==> src/design/elir_defs.svh <==
// Register offsets, field positions, reset values and timing counts of the log info block
`ifndef ELIR_DEFS_SVH
`define ELIR_DEFS_SVH

`define ELIR_ADDR_W          8
`define ELIR_OFS_CTRL        8'h00
`define ELIR_OFS_POLICY      8'h04
`define ELIR_OFS_SET_LO      8'h08
`define ELIR_OFS_SET_HI      8'h0c
`define ELIR_OFS_NOW_LO      8'h10
`define ELIR_OFS_NOW_HI      8'h14
`define ELIR_OFS_COUNT       8'h18
`define ELIR_OFS_STATUS      8'h1c

`define ELIR_CTRL_RETAIN     0
`define ELIR_CTRL_UTC_LSB    8
`define ELIR_POL_POLICY_LSB  0
`define ELIR_POL_QUANT_LSB   8
`define ELIR_POL_WEAR_LSB    16
`define ELIR_SET_HUND_LSB    8
`define ELIR_SET_GO          31
`define ELIR_STAT_FILL_LSB   0
`define ELIR_STAT_HEALTH_LSB 8
`define ELIR_STAT_BUSY       16

`define ELIR_RST_CTRL        32'h0000ff01
`define ELIR_RST_POLICY      32'h00ff0100

`define ELIR_UNSPEC          8'hff
`define ELIR_PCT_MAX         8'h64
`define ELIR_HUND_MAX        7'h63
`define ELIR_HUND_HALF       7'h32
`define ELIR_RESULT_OK       8'h00
`define ELIR_RESP_BYTES      23

`define ELIR_CLOCK_NS        8
`define ELIR_HUNDREDTH_NS    10000000
`define ELIR_HUNDREDTH_CYC   (`ELIR_HUNDREDTH_NS / `ELIR_CLOCK_NS)

`endif

==> src/design/elir_pkg.sv <==
// Types shared by the log info block
package elir_pkg;

	typedef enum logic [1:0] {
		ELIR_FILL_AND_STOP = 2'b00,
		ELIR_FIRST_IN_OUT  = 2'b01,
		ELIR_CLEAR_ON_AGE  = 2'b10
	} elir_policy_type;

	typedef enum logic [0:0] {
		ELIR_IDLE = 1'b0,
		ELIR_SEND = 1'b1
	} elir_state_type;

	// Log clock time in seconds and hundredths
	typedef struct packed {
		logic [39:0] seconds;
		logic [6:0]  hundredths;
	} elir_time_type;

	// Storage-side events, one-cycle pulses on the system clock
	typedef struct packed {
		logic        entry_added;
		logic        entry_changed;
		logic        entries_deleted;
		logic [31:0] delete_total;
		logic        log_cleared;
		logic        stamp_lost;
	} elir_event_type;

	// Response byte stream towards the message interface
	typedef struct packed {
		logic       valid;
		logic [7:0] data;
		logic       last;
	} elir_byte_type;

endpackage

==> src/design/elir_log_clock.sv <==
// Log clock: free-running seconds and hundredths, loadable by the clock-setting command
`timescale 1ns/10ps
`include "elir_defs.svh"

module elir_log_clock #(
	parameter int          SUB_SECOND = 1,
	parameter int unsigned TICKS      = `ELIR_HUNDREDTH_CYC
) (
	// System
	input  wire logic                   clock,
	input  wire logic                   rst_n,
	// Clock-setting command
	input  wire logic                   set_go,
	input  wire elir_pkg::elir_time_type set_time,
	// Time and the shift that a set applies
	output elir_pkg::elir_time_type      now,
	output logic signed [40:0]           diff_sec,
	output logic signed [7:0]            diff_hund
);
	import elir_pkg::*;

	logic [31:0]   tick;
	elir_time_type load;
	logic          tick_wrap;
	logic          hund_wrap;
	logic          round_up;

	// Without sub-second resolution a set time rounds to the nearest second
	assign round_up       = (SUB_SECOND == 0) && (set_time.hundredths >= `ELIR_HUND_HALF);
	assign load.seconds    = set_time.seconds + {39'h0, round_up};
	assign load.hundredths = (SUB_SECOND == 0) ? 7'h00 :
		((set_time.hundredths > `ELIR_HUND_MAX) ? `ELIR_HUND_MAX : set_time.hundredths);
	assign diff_sec  = $signed({1'b0, load.seconds}) - $signed({1'b0, now.seconds});
	assign diff_hund = $signed({1'b0, load.hundredths}) - $signed({1'b0, now.hundredths});
	assign tick_wrap = (tick == TICKS - 1);
	assign hund_wrap = (now.hundredths == `ELIR_HUND_MAX);

	always_ff @(posedge clock or negedge rst_n) begin
		if (!rst_n) begin
			tick <= 32'h0;
			now  <= '0;
		end else if (set_go) begin
			tick <= 32'h0;
			now  <= load;
		end else begin
			tick <= tick_wrap ? 32'h0 : tick + 32'h1;
			if (tick_wrap) begin
				now.hundredths <= hund_wrap ? 7'h00 : now.hundredths + 7'h1;
				now.seconds    <= now.seconds + {39'h0, hund_wrap};
			end
		end
	end

endmodule // elir_log_clock

==> src/design/elir_stamp.sv <==
// One stored timestamp: capture, invalidate and shift with the log clock
`timescale 1ns/10ps
`include "elir_defs.svh"

module elir_stamp (
	// System
	input  wire logic                    clock,
	input  wire logic                    rst_n,
	// Control
	input  wire logic                    capture,
	input  wire logic                    invalidate,
	input  wire logic                    adjust,
	input  wire elir_pkg::elir_time_type now,
	input  wire logic signed [40:0]      diff_sec,
	input  wire logic signed [7:0]       diff_hund,
	// Stored time; zero seconds means unspecified
	output elir_pkg::elir_time_type      stamp
);
	import elir_pkg::*;

	logic signed [8:0] sum_hund;
	logic              borrow;
	logic              carry;
	elir_time_type     shifted;

	assign sum_hund = $signed({2'b00, stamp.hundredths}) + $signed({diff_hund[7], diff_hund});
	assign borrow   = sum_hund < 0;
	assign carry    = sum_hund > $signed({2'b00, `ELIR_HUND_MAX});
	assign shifted.seconds = stamp.seconds + diff_sec[39:0]
		- {39'h0, borrow} + {39'h0, carry};
	assign shifted.hundredths = borrow ? 7'(sum_hund + 9'sd100) :
		(carry ? 7'(sum_hund - 9'sd100) : sum_hund[6:0]);

	// A capture outranks a shift, and an unspecified stamp stays unspecified
	always_ff @(posedge clock or negedge rst_n) begin
		if (!rst_n)
			stamp <= '0;
		else if (capture)
			stamp <= now;
		else if (invalidate)
			stamp <= '0;
		else if (adjust && stamp.seconds != 40'h0)
			stamp <= shifted;
	end

endmodule // elir_stamp

==> src/design/elir_top.sv <==
// Event-log information responder: counters, timestamps, APB registers, byte serialiser
//
// What this block does
// - Keeps and reports the number of entries now in the log as a 32-bit count.
// - Reports storage fill 0..100 stepped by the fill quantum, 0xff when unknown.
// - Reports medium wear as set by software, above 100 past rated life, 0xff unknown.
// - Stamps the insertion time with the log clock on every add or change.
// - Shifts the insertion stamp by the same amount when the log clock is set.
// - On a clear keeps the insertion stamp or makes it unspecified, as configured.
// - Stamps the removal time on every deletion and on every clear.
// - Shifts the removal stamp by the same amount when the log clock is set.
// - The removal stamp is unspecified only before first use or after a loss.
// - Each stamp carries a signed half-hour offset from universal time, 0xff unknown.
// - Each stamp carries 40-bit seconds since 1970, zero meaning unspecified.
// - Each stamp carries hundredths 0..99, or 0xff when unspecified or when only seconds are resolved.
// - The tail follows the result code, the log health and the purge policy.
// - The log clock resolves a second or finer and rounds a set time to that.
`timescale 1ns/10ps
`include "elir_defs.svh"

module elir_top #(
	parameter int          SUB_SECOND = 1,
	parameter int unsigned TICKS      = `ELIR_HUNDREDTH_CYC
) (
	// System
	input  wire logic                     clock,
	input  wire logic                     rst_n,
	// APB slave
	input  wire logic                     psel,
	input  wire logic                     penable,
	input  wire logic                     pwrite,
	input  wire logic [`ELIR_ADDR_W-1:0]  paddr,
	input  wire logic [31:0]              pwdata,
	output logic [31:0]                   prdata,
	output logic                          pready,
	output logic                          pslverr,
	// Storage side
	input  wire elir_pkg::elir_event_type log_event,
	input  wire logic [7:0]               fill_raw,
	input  wire logic [7:0]               log_health_state,
	// Message side
	input  wire logic                     log_info_query,
	input  wire logic                     resp_ready,
	output elir_pkg::elir_byte_type       resp
);
	import elir_pkg::*;

	localparam int NB = `ELIR_RESP_BYTES;

	////////////////////////////////////////////////////////////////////////////
	// Register bus

	logic [31:0]     ctrl;
	logic [31:0]     policy;
	logic [31:0]     set_lo;
	logic [31:0]     set_hi;
	logic [31:0]     log_entry_total;
	elir_state_type  state;

	wire             access  = psel && penable;
	wire             wr      = access && pwrite;
	wire             hit_ctrl   = paddr == `ELIR_OFS_CTRL;
	wire             hit_policy = paddr == `ELIR_OFS_POLICY;
	wire             hit_set_lo = paddr == `ELIR_OFS_SET_LO;
	wire             hit_set_hi = paddr == `ELIR_OFS_SET_HI;
	wire             hit_now_lo = paddr == `ELIR_OFS_NOW_LO;
	wire             hit_now_hi = paddr == `ELIR_OFS_NOW_HI;
	wire             hit_count  = paddr == `ELIR_OFS_COUNT;
	wire             hit_status = paddr == `ELIR_OFS_STATUS;
	wire             mapped  = hit_ctrl | hit_policy | hit_set_lo | hit_set_hi
		| hit_now_lo | hit_now_hi | hit_count | hit_status;
	wire             set_go  = wr && hit_set_hi && pwdata[`ELIR_SET_GO];

	wire             retain_insert = ctrl[`ELIR_CTRL_RETAIN];
	wire [7:0]       utc_offset    = ctrl[`ELIR_CTRL_UTC_LSB +: 8];
	wire [7:0]       purge_policy  = {6'h0, policy[`ELIR_POL_POLICY_LSB +: 2]};
	wire [7:0]       fill_quantum  = policy[`ELIR_POL_QUANT_LSB +: 8];
	wire [7:0]       medium_wear_percent = policy[`ELIR_POL_WEAR_LSB +: 8];

	elir_time_type   now;
	elir_time_type   set_time;
	elir_time_type   last_insert_time;
	elir_time_type   last_removal_time;
	logic signed [40:0] diff_sec;
	logic signed [7:0]  diff_hund;
	logic [7:0]      storage_fill_percent;
	logic [31:0]     read_mux;

	// Seconds 39:32 and hundredths come from the write that issues the command
	assign set_time.seconds    = {pwdata[7:0], set_lo};
	assign set_time.hundredths = pwdata[`ELIR_SET_HUND_LSB +: 7];

	always_comb begin
		read_mux = 32'h0;
		if (hit_ctrl)
			read_mux = ctrl;
		if (hit_policy)
			read_mux = policy;
		if (hit_set_lo)
			read_mux = set_lo;
		if (hit_set_hi)
			read_mux = {16'h0, set_hi[15:0]};
		if (hit_now_lo)
			read_mux = now.seconds[31:0];
		if (hit_now_hi)
			read_mux = {17'h0, now.hundredths, now.seconds[39:32]};
		if (hit_count)
			read_mux = log_entry_total;
		if (hit_status)
			read_mux = {15'h0, state == ELIR_SEND, log_health_state, storage_fill_percent};
	end

	// Zero wait states; unmapped addresses answer with an error and read zero
	assign pready  = 1'b1;
	assign pslverr = access && !mapped;
	assign prdata  = read_mux;

	always_ff @(posedge clock or negedge rst_n) begin
		if (!rst_n) begin
			ctrl   <= `ELIR_RST_CTRL;
			policy <= `ELIR_RST_POLICY;
			set_lo <= 32'h0;
			set_hi <= 32'h0;
		end else if (wr) begin
			if (hit_ctrl)
				ctrl <= {16'h0, pwdata[15:8], 7'h0, pwdata[0]};
			if (hit_policy)
				policy <= {8'h0, pwdata[23:8], 6'h0, pwdata[1:0]};
			if (hit_set_lo)
				set_lo <= pwdata;
			if (hit_set_hi)
				set_hi <= {16'h0, 1'b0, pwdata[14:0]};
		end
	end

	////////////////////////////////////////////////////////////////////////////
	// Entry count and fill

	logic [31:0] next_total;
	logic [7:0]  fill_step;

	always_comb begin
		next_total = log_entry_total;
		if (log_event.entries_deleted)
			next_total = (log_event.delete_total > next_total) ? 32'h0
				: next_total - log_event.delete_total;
		if (log_event.entry_added)
			next_total = next_total + 32'h1;
		// An add in the same cycle as a clear counts as the first entry after it
		if (log_event.log_cleared)
			next_total = {31'h0, log_event.entry_added};
	end

	always_ff @(posedge clock or negedge rst_n) begin
		if (!rst_n)
			log_entry_total <= 32'h0;
		else
			log_entry_total <= next_total;
	end

	// A zero quantum is treated as a step of one
	assign fill_step = (fill_quantum == 8'h0) ? fill_raw : fill_raw - (fill_raw % fill_quantum);
	assign storage_fill_percent = (fill_raw > `ELIR_PCT_MAX) ? `ELIR_UNSPEC : fill_step;

	////////////////////////////////////////////////////////////////////////////
	// Log clock and stamps

	elir_log_clock #(
		.SUB_SECOND (SUB_SECOND),
		.TICKS      (TICKS)
	) u_clock (
		.clock     (clock),
		.rst_n     (rst_n),
		.set_go    (set_go),
		.set_time  (set_time),
		.now       (now),
		.diff_sec  (diff_sec),
		.diff_hund (diff_hund)
	);

	wire insert_capture = log_event.entry_added || log_event.entry_changed;
	wire insert_drop    = (log_event.log_cleared && !retain_insert) || log_event.stamp_lost;
	wire removal_capture = log_event.entries_deleted || log_event.log_cleared;

	elir_stamp u_insert (
		.clock      (clock),
		.rst_n      (rst_n),
		.capture    (insert_capture),
		.invalidate (insert_drop),
		.adjust     (set_go),
		.now        (now),
		.diff_sec   (diff_sec),
		.diff_hund  (diff_hund),
		.stamp      (last_insert_time)
	);

	elir_stamp u_removal (
		.clock      (clock),
		.rst_n      (rst_n),
		.capture    (removal_capture),
		.invalidate (log_event.stamp_lost),
		.adjust     (set_go),
		.now        (now),
		.diff_sec   (diff_sec),
		.diff_hund  (diff_hund),
		.stamp      (last_removal_time)
	);

	////////////////////////////////////////////////////////////////////////////
	// Response image and serialiser

	wire        ins_unspec = last_insert_time.seconds == 40'h0;
	wire        rem_unspec = last_removal_time.seconds == 40'h0;
	wire [7:0]  ins_off  = ins_unspec ? `ELIR_UNSPEC : utc_offset;
	wire [7:0]  rem_off  = rem_unspec ? `ELIR_UNSPEC : utc_offset;
	wire [7:0]  ins_hund = (ins_unspec || SUB_SECOND == 0) ? `ELIR_UNSPEC
		: {1'b0, last_insert_time.hundredths};
	wire [7:0]  rem_hund = (rem_unspec || SUB_SECOND == 0) ? `ELIR_UNSPEC
		: {1'b0, last_removal_time.hundredths};

	// Byte 0 sits in the low bits, so packed fields come out LSB first
	wire [8*NB-1:0] image = {
		rem_hund, last_removal_time.seconds, rem_off,
		ins_hund, last_insert_time.seconds, ins_off,
		medium_wear_percent, storage_fill_percent, log_entry_total,
		purge_policy, log_health_state, `ELIR_RESULT_OK
	};

	logic [8*NB-1:0] snap;
	logic [4:0]      index;
	wire             take     = resp.valid && resp_ready;
	wire             at_end   = index == 5'(NB - 1);
	wire [4:0]       next_index = index + 5'h1;

	// Snapshot at the query so the answer is coherent even while the log moves
	always_ff @(posedge clock or negedge rst_n) begin
		if (!rst_n) begin
			state <= ELIR_IDLE;
			snap  <= '0;
			index <= 5'h0;
			resp  <= '0;
		end else begin
			unique case (state)
				ELIR_IDLE: begin
					if (log_info_query) begin
						state      <= ELIR_SEND;
						snap       <= image;
						index      <= 5'h0;
						resp.valid <= 1'b1;
						resp.data  <= image[7:0];
						resp.last  <= 1'b0;
					end
				end
				ELIR_SEND: begin
					if (take && at_end) begin
						state      <= ELIR_IDLE;
						resp.valid <= 1'b0;
						resp.last  <= 1'b0;
					end else if (take) begin
						index     <= next_index;
						resp.data <= snap[next_index*8 +: 8];
						resp.last <= next_index == 5'(NB - 1);
					end
				end
			endcase
		end
	end

endmodule // elir_top

==> config.mk <==
export PLATFORM = sky130hd
export DESIGN_NAME = elir_top
export DESIGN_NICKNAME = d
export VERILOG_FILES = /design/src/design/elir_pkg.sv /design/src/design/elir_log_clock.sv /design/src/design/elir_stamp.sv /design/src/design/elir_top.sv
export VERILOG_INCLUDE_DIRS = /design/src /design/src/design
export SDC_FILE = /design/constraint.sdc
export NUM_CORES = 2
export LEC_CHECK = 0
export BUFFER_PORTS_ARGS = -buffer_cell sky130_fd_sc_hd__buf_2
export CAP_MARGIN = 15
export CORE_ASPECT_RATIO = 0.75
export CORE_MARGIN = 2
export CORE_UTILIZATION = 27
export CTS_CLUSTER_SIZE = 30
export DETAILED_ROUTE_END_ITERATION = 12
export SLEW_MARGIN = 20
export SYNTH_ARGS = -nofsm -noshare
export SYNTH_HDL_FRONTEND = slang
export SYNTH_SLANG_ARGS = --single-unit
==> constraint.sdc <==
create_clock -name clock -period 14.4 [get_ports clock]
set_input_delay 0.72 -clock clock [delete_from_list [all_inputs] [get_ports clock]]
set_output_delay 0.72 -clock clock [all_outputs]
set_load 0.01 [all_outputs]
==> metrics.cfg <==
[run_status]
outcome=complete, no violations

[pwr]
p_int_mw=2.92
power_frac_comb_pct=32.2
ir_drop_mv=0.0886
power_switching_mw=1.66
seqPwrFrac_pct=35.9
power_density_nw_per_um2=113
p_leak_nw=19.4
clock_power_share_pct=31.9
swShare_pct=36.3

[detailed_routing]
drc=0
routedWlPerCell_um=22.3
firstDrtPassIters=8
drtIter0Drc=3870
dr_wl_met2_mm=54.0
routed.top_layer=met5
drtAntennaViolNets=0
dr_total_vias=32374
wirelength_mm=136
viasPerCell=5.33
drt-met1-wl_mm=63.9
route.met3.wl_mm=14.8

[floorplanning]
die_width_um=422
pin_count=144
rows=115
start_util_pct=27.1
die-area_um2=134000
die_y_um=318
core_um2=131000

[synth]
synth-seq-cells=465
synth_top_area_share_pct=31.6
synth_edf_count=0
yosysUniqueCellTypes=93
synth_area_leaders=dfrtp_1 (32%), ha_1 (11%), nand2_1 (5.0%), a21oi_1 (4.4%), inv_1 (4.3%)
synthArstFlopShare_pct=100
yosys_warnings=0
netlist_instances=4160
yosysSeqAreaShare_pct=32.9
yosysTopAreaCell=dfrtp_1
synth_flop_cell=dfrtp_1
syn_avg_cell_area_um2=8.51
synth_nets=4573
synthesis.area_um2=35400

[timing]
hold_ws_ns=0.0793
hold_viol_final=0
rsz0062_at_grt=true
setup_viol=0
finalCritPeriodShare_pct=98.8
slew_violations=0
fmax_mhz=70.3
min_period_ns=14.23
tightest_slew_ns=1.13
tns_ns=0
skew_ns=0.0321
relSlewSlack_pct=22.8

[critical_path]
end_kind=primary output
worst_path_max_delay_cell=or4b_1
critPathRequiredTime_ns=13.68
cp.arrival_ns=13.51
max_stage_delay_ns=0.51
start_kind=register
crit_type=register to primary output
crit_top_cell=o21a_1
crit_fanout=4

[clock_network]
htree_num_levels=2
insertion_delay_ns=0.63
cts.hold.buffers_added=0
cts_tree=built
cts_made_buffers=50
path_clk_slew_ns=0.07
clock_tree.buffer_depth=3
cts_num_sinks=465
root_buffer=clkbuf_16

[global_route]
track_usage_pct=19.5
grt_start_max_net_pins=156
grt_pass1_vias=29655
antenna_found_initial=11
grt_pass1_wl_mm=199
grt.overflow.total=0

[cells_and_area]
syn_to_final_growth_pct=14.8
final_layout_size_suffix_gt1_share_pct=13.4
nFillCells=13894
nets=4689
final_area_um2=40600

[placed_design]
portBuffers=142
gp_congestion=0.962
dpl-instance-area_um2=38200
dp_hpwl_mm=105

[job]
cap_violations=0

[min_path]
hold_class=input port to asynchronous set/reset pin

## timing repair
item	in CTS	in global routing
endpoints found under the hold margin	0	0
pin swaps	14	63
setup endpoints to repair	8	8
resized for setup	28	53
setup buffers	16	25
## layer usage
layer / up-vias / track usage (%)
met5: - / 0
met4: 8 / 3.84
met3: 149 / 5.66
met2: 1344 / 26.8
met1: 15863 / 29.8
li1: 15010 / -
## worst max-delay path: cells and delay by family, from the launching register on
| family | cells | cell delay (ns) |
|---|---|---|
| AO/OA/AOI/OAI | 39 | 6.32 |
| adder cells (fa/ha/maj) | 8 | 2.23 |
| buffers and inverters | 4 | 0.58 |
| flip-flops | 1 | 0.42 |
| multiplexers | 4 | 1.25 |
| AND/OR/NAND/NOR | 13 | 2.03 |
## final cells by class
| type | count | area, µm² | area share [%] |
|---|---|---|---|
| multi-input combinational | 3110 | 21900 | 54.0 |
| sequential | 465 | 11700 | 28.7 |
| tap | 1755 | 2200 | 5.40 |
| inverter | 407 | 1530 | 3.76 |
| timing repair buffer | 242 | 1500 | 3.68 |
| clock buffer | 68 | 1440 | 3.54 |
| clock inverter | 26 | 379 | 0.933 |
| antenna | 2 | 5.00 | 0.0123 |
## power by group through the flow
stage          sequential, mW  clock [mW]  combinational, mW
6_report                 1.65        1.46               1.47
5_1_grt                  1.66        1.53               1.60
4_1_cts                  1.64        1.47               1.44
3_5_place_dp             1.65           0               1.43
3_3_place_gp             1.65           0               1.41
2_1_floorplan            1.58           0              0.964
## through the flow
step,setup WS [ns],cells,util (%),power (mW)
6_report,0.166,6075,31.1,4.58
3_5_place_dp,-0.501,5939,29.2,3.08
4_1_cts,0.00286,6049,30.8,4.55
3_3_place_gp,-0.303,5939,29.2,3.07
2_1_floorplan,0.320,4160,-,2.55
5_1_grt,-0.510,6073,31.1,4.79
## kinds of logic after synthesis
group | count (synthesis) | share of synthesized area, %
compound gates | 1119 | 20.6
xor+xnor | 247 | 6.11
fa+ha+maj | 313 | 11.3
buf+inv | 585 | 6.24
flops | 465 | 32.9
mux | 156 | 6.13
other cells | 1 | 0.0106
simple gates | 1274 | 16.6
## registers in the layout (all words and copies together), names as in the netlist, 10 cells and up
name / flops
log_entry_total: 32
policy: 18
resp: 10
set_hi: 15
set_lo: 32
snap: 170
u_clock.now: 47
u_clock.tick: 32
u_insert.stamp: 47
u_removal.stamp: 47
## synthesized netlist by cell type, drive strengths merged, types with 33 or more instances
master	number
mux4	40
a21o	73
nor4	49
nor3	65
o21a	44
nand4	37
dfrtp	447
a21oi	313
and3	50
nand2	475
a31oi	34
a22oi	80
inv	406
nor2	324
xnor2	161
nand3	88
xor2	86
clkbuf	154
a221oi	70
o21bai	33
nor2b	52
o21ai	255
mux2	86
ha	302
## path summary, 6_finish.rpt
kind | start | slack (ns) | cells after the start | endpoint
min reg2reg | u_clock.tick[0] | 0.46 | 1 | u_clock.tick[0]
min in group clock | pwdata[28] | 0.32 | 2 | set_lo[28]
max in group asynchronous | rst_n | 11.52 | 4 | snap[34]
min | rst_n | 0.08 | 1 | u_insert.stamp[43]
max | policy[10] | 0.17 | 68 | prdata[5]
max reg2reg | policy[10] | 1.76 | 68 | snap[62]
## cell usage in the layout (no fill, tap or decap), types with 24 or more instances in the layout
| cell | n |
|---|---|
| nor2_1 | 320 |
| ha_1 | 296 |
| clkbuf_16 | 51 |
| o21bai_1 | 32 |
| buf_4 | 97 |
| nor4_1 | 45 |
| mux4_2 | 40 |
| or3_1 | 24 |
| o21a_1 | 44 |
| xor2_1 | 86 |
| a21o_1 | 73 |
| nor2b_1 | 47 |
| nand4_1 | 37 |
| nand3_1 | 87 |
| xnor2_1 | 160 |
| a31oi_1 | 33 |
| o21ai_0 | 236 |
| nand2b_1 | 27 |
| a22oi_1 | 79 |
| a21oi_1 | 304 |
| dfrtp_1 | 446 |
| mux2i_1 | 26 |
| nand2_1 | 470 |
| buf_2 | 141 |
| a221oi_1 | 70 |
| mux2_2 | 82 |
| and3_1 | 50 |
| nor3_1 | 63 |
| inv_1 | 405 |
Note: power is estimated with default switching activity, not from simulation.
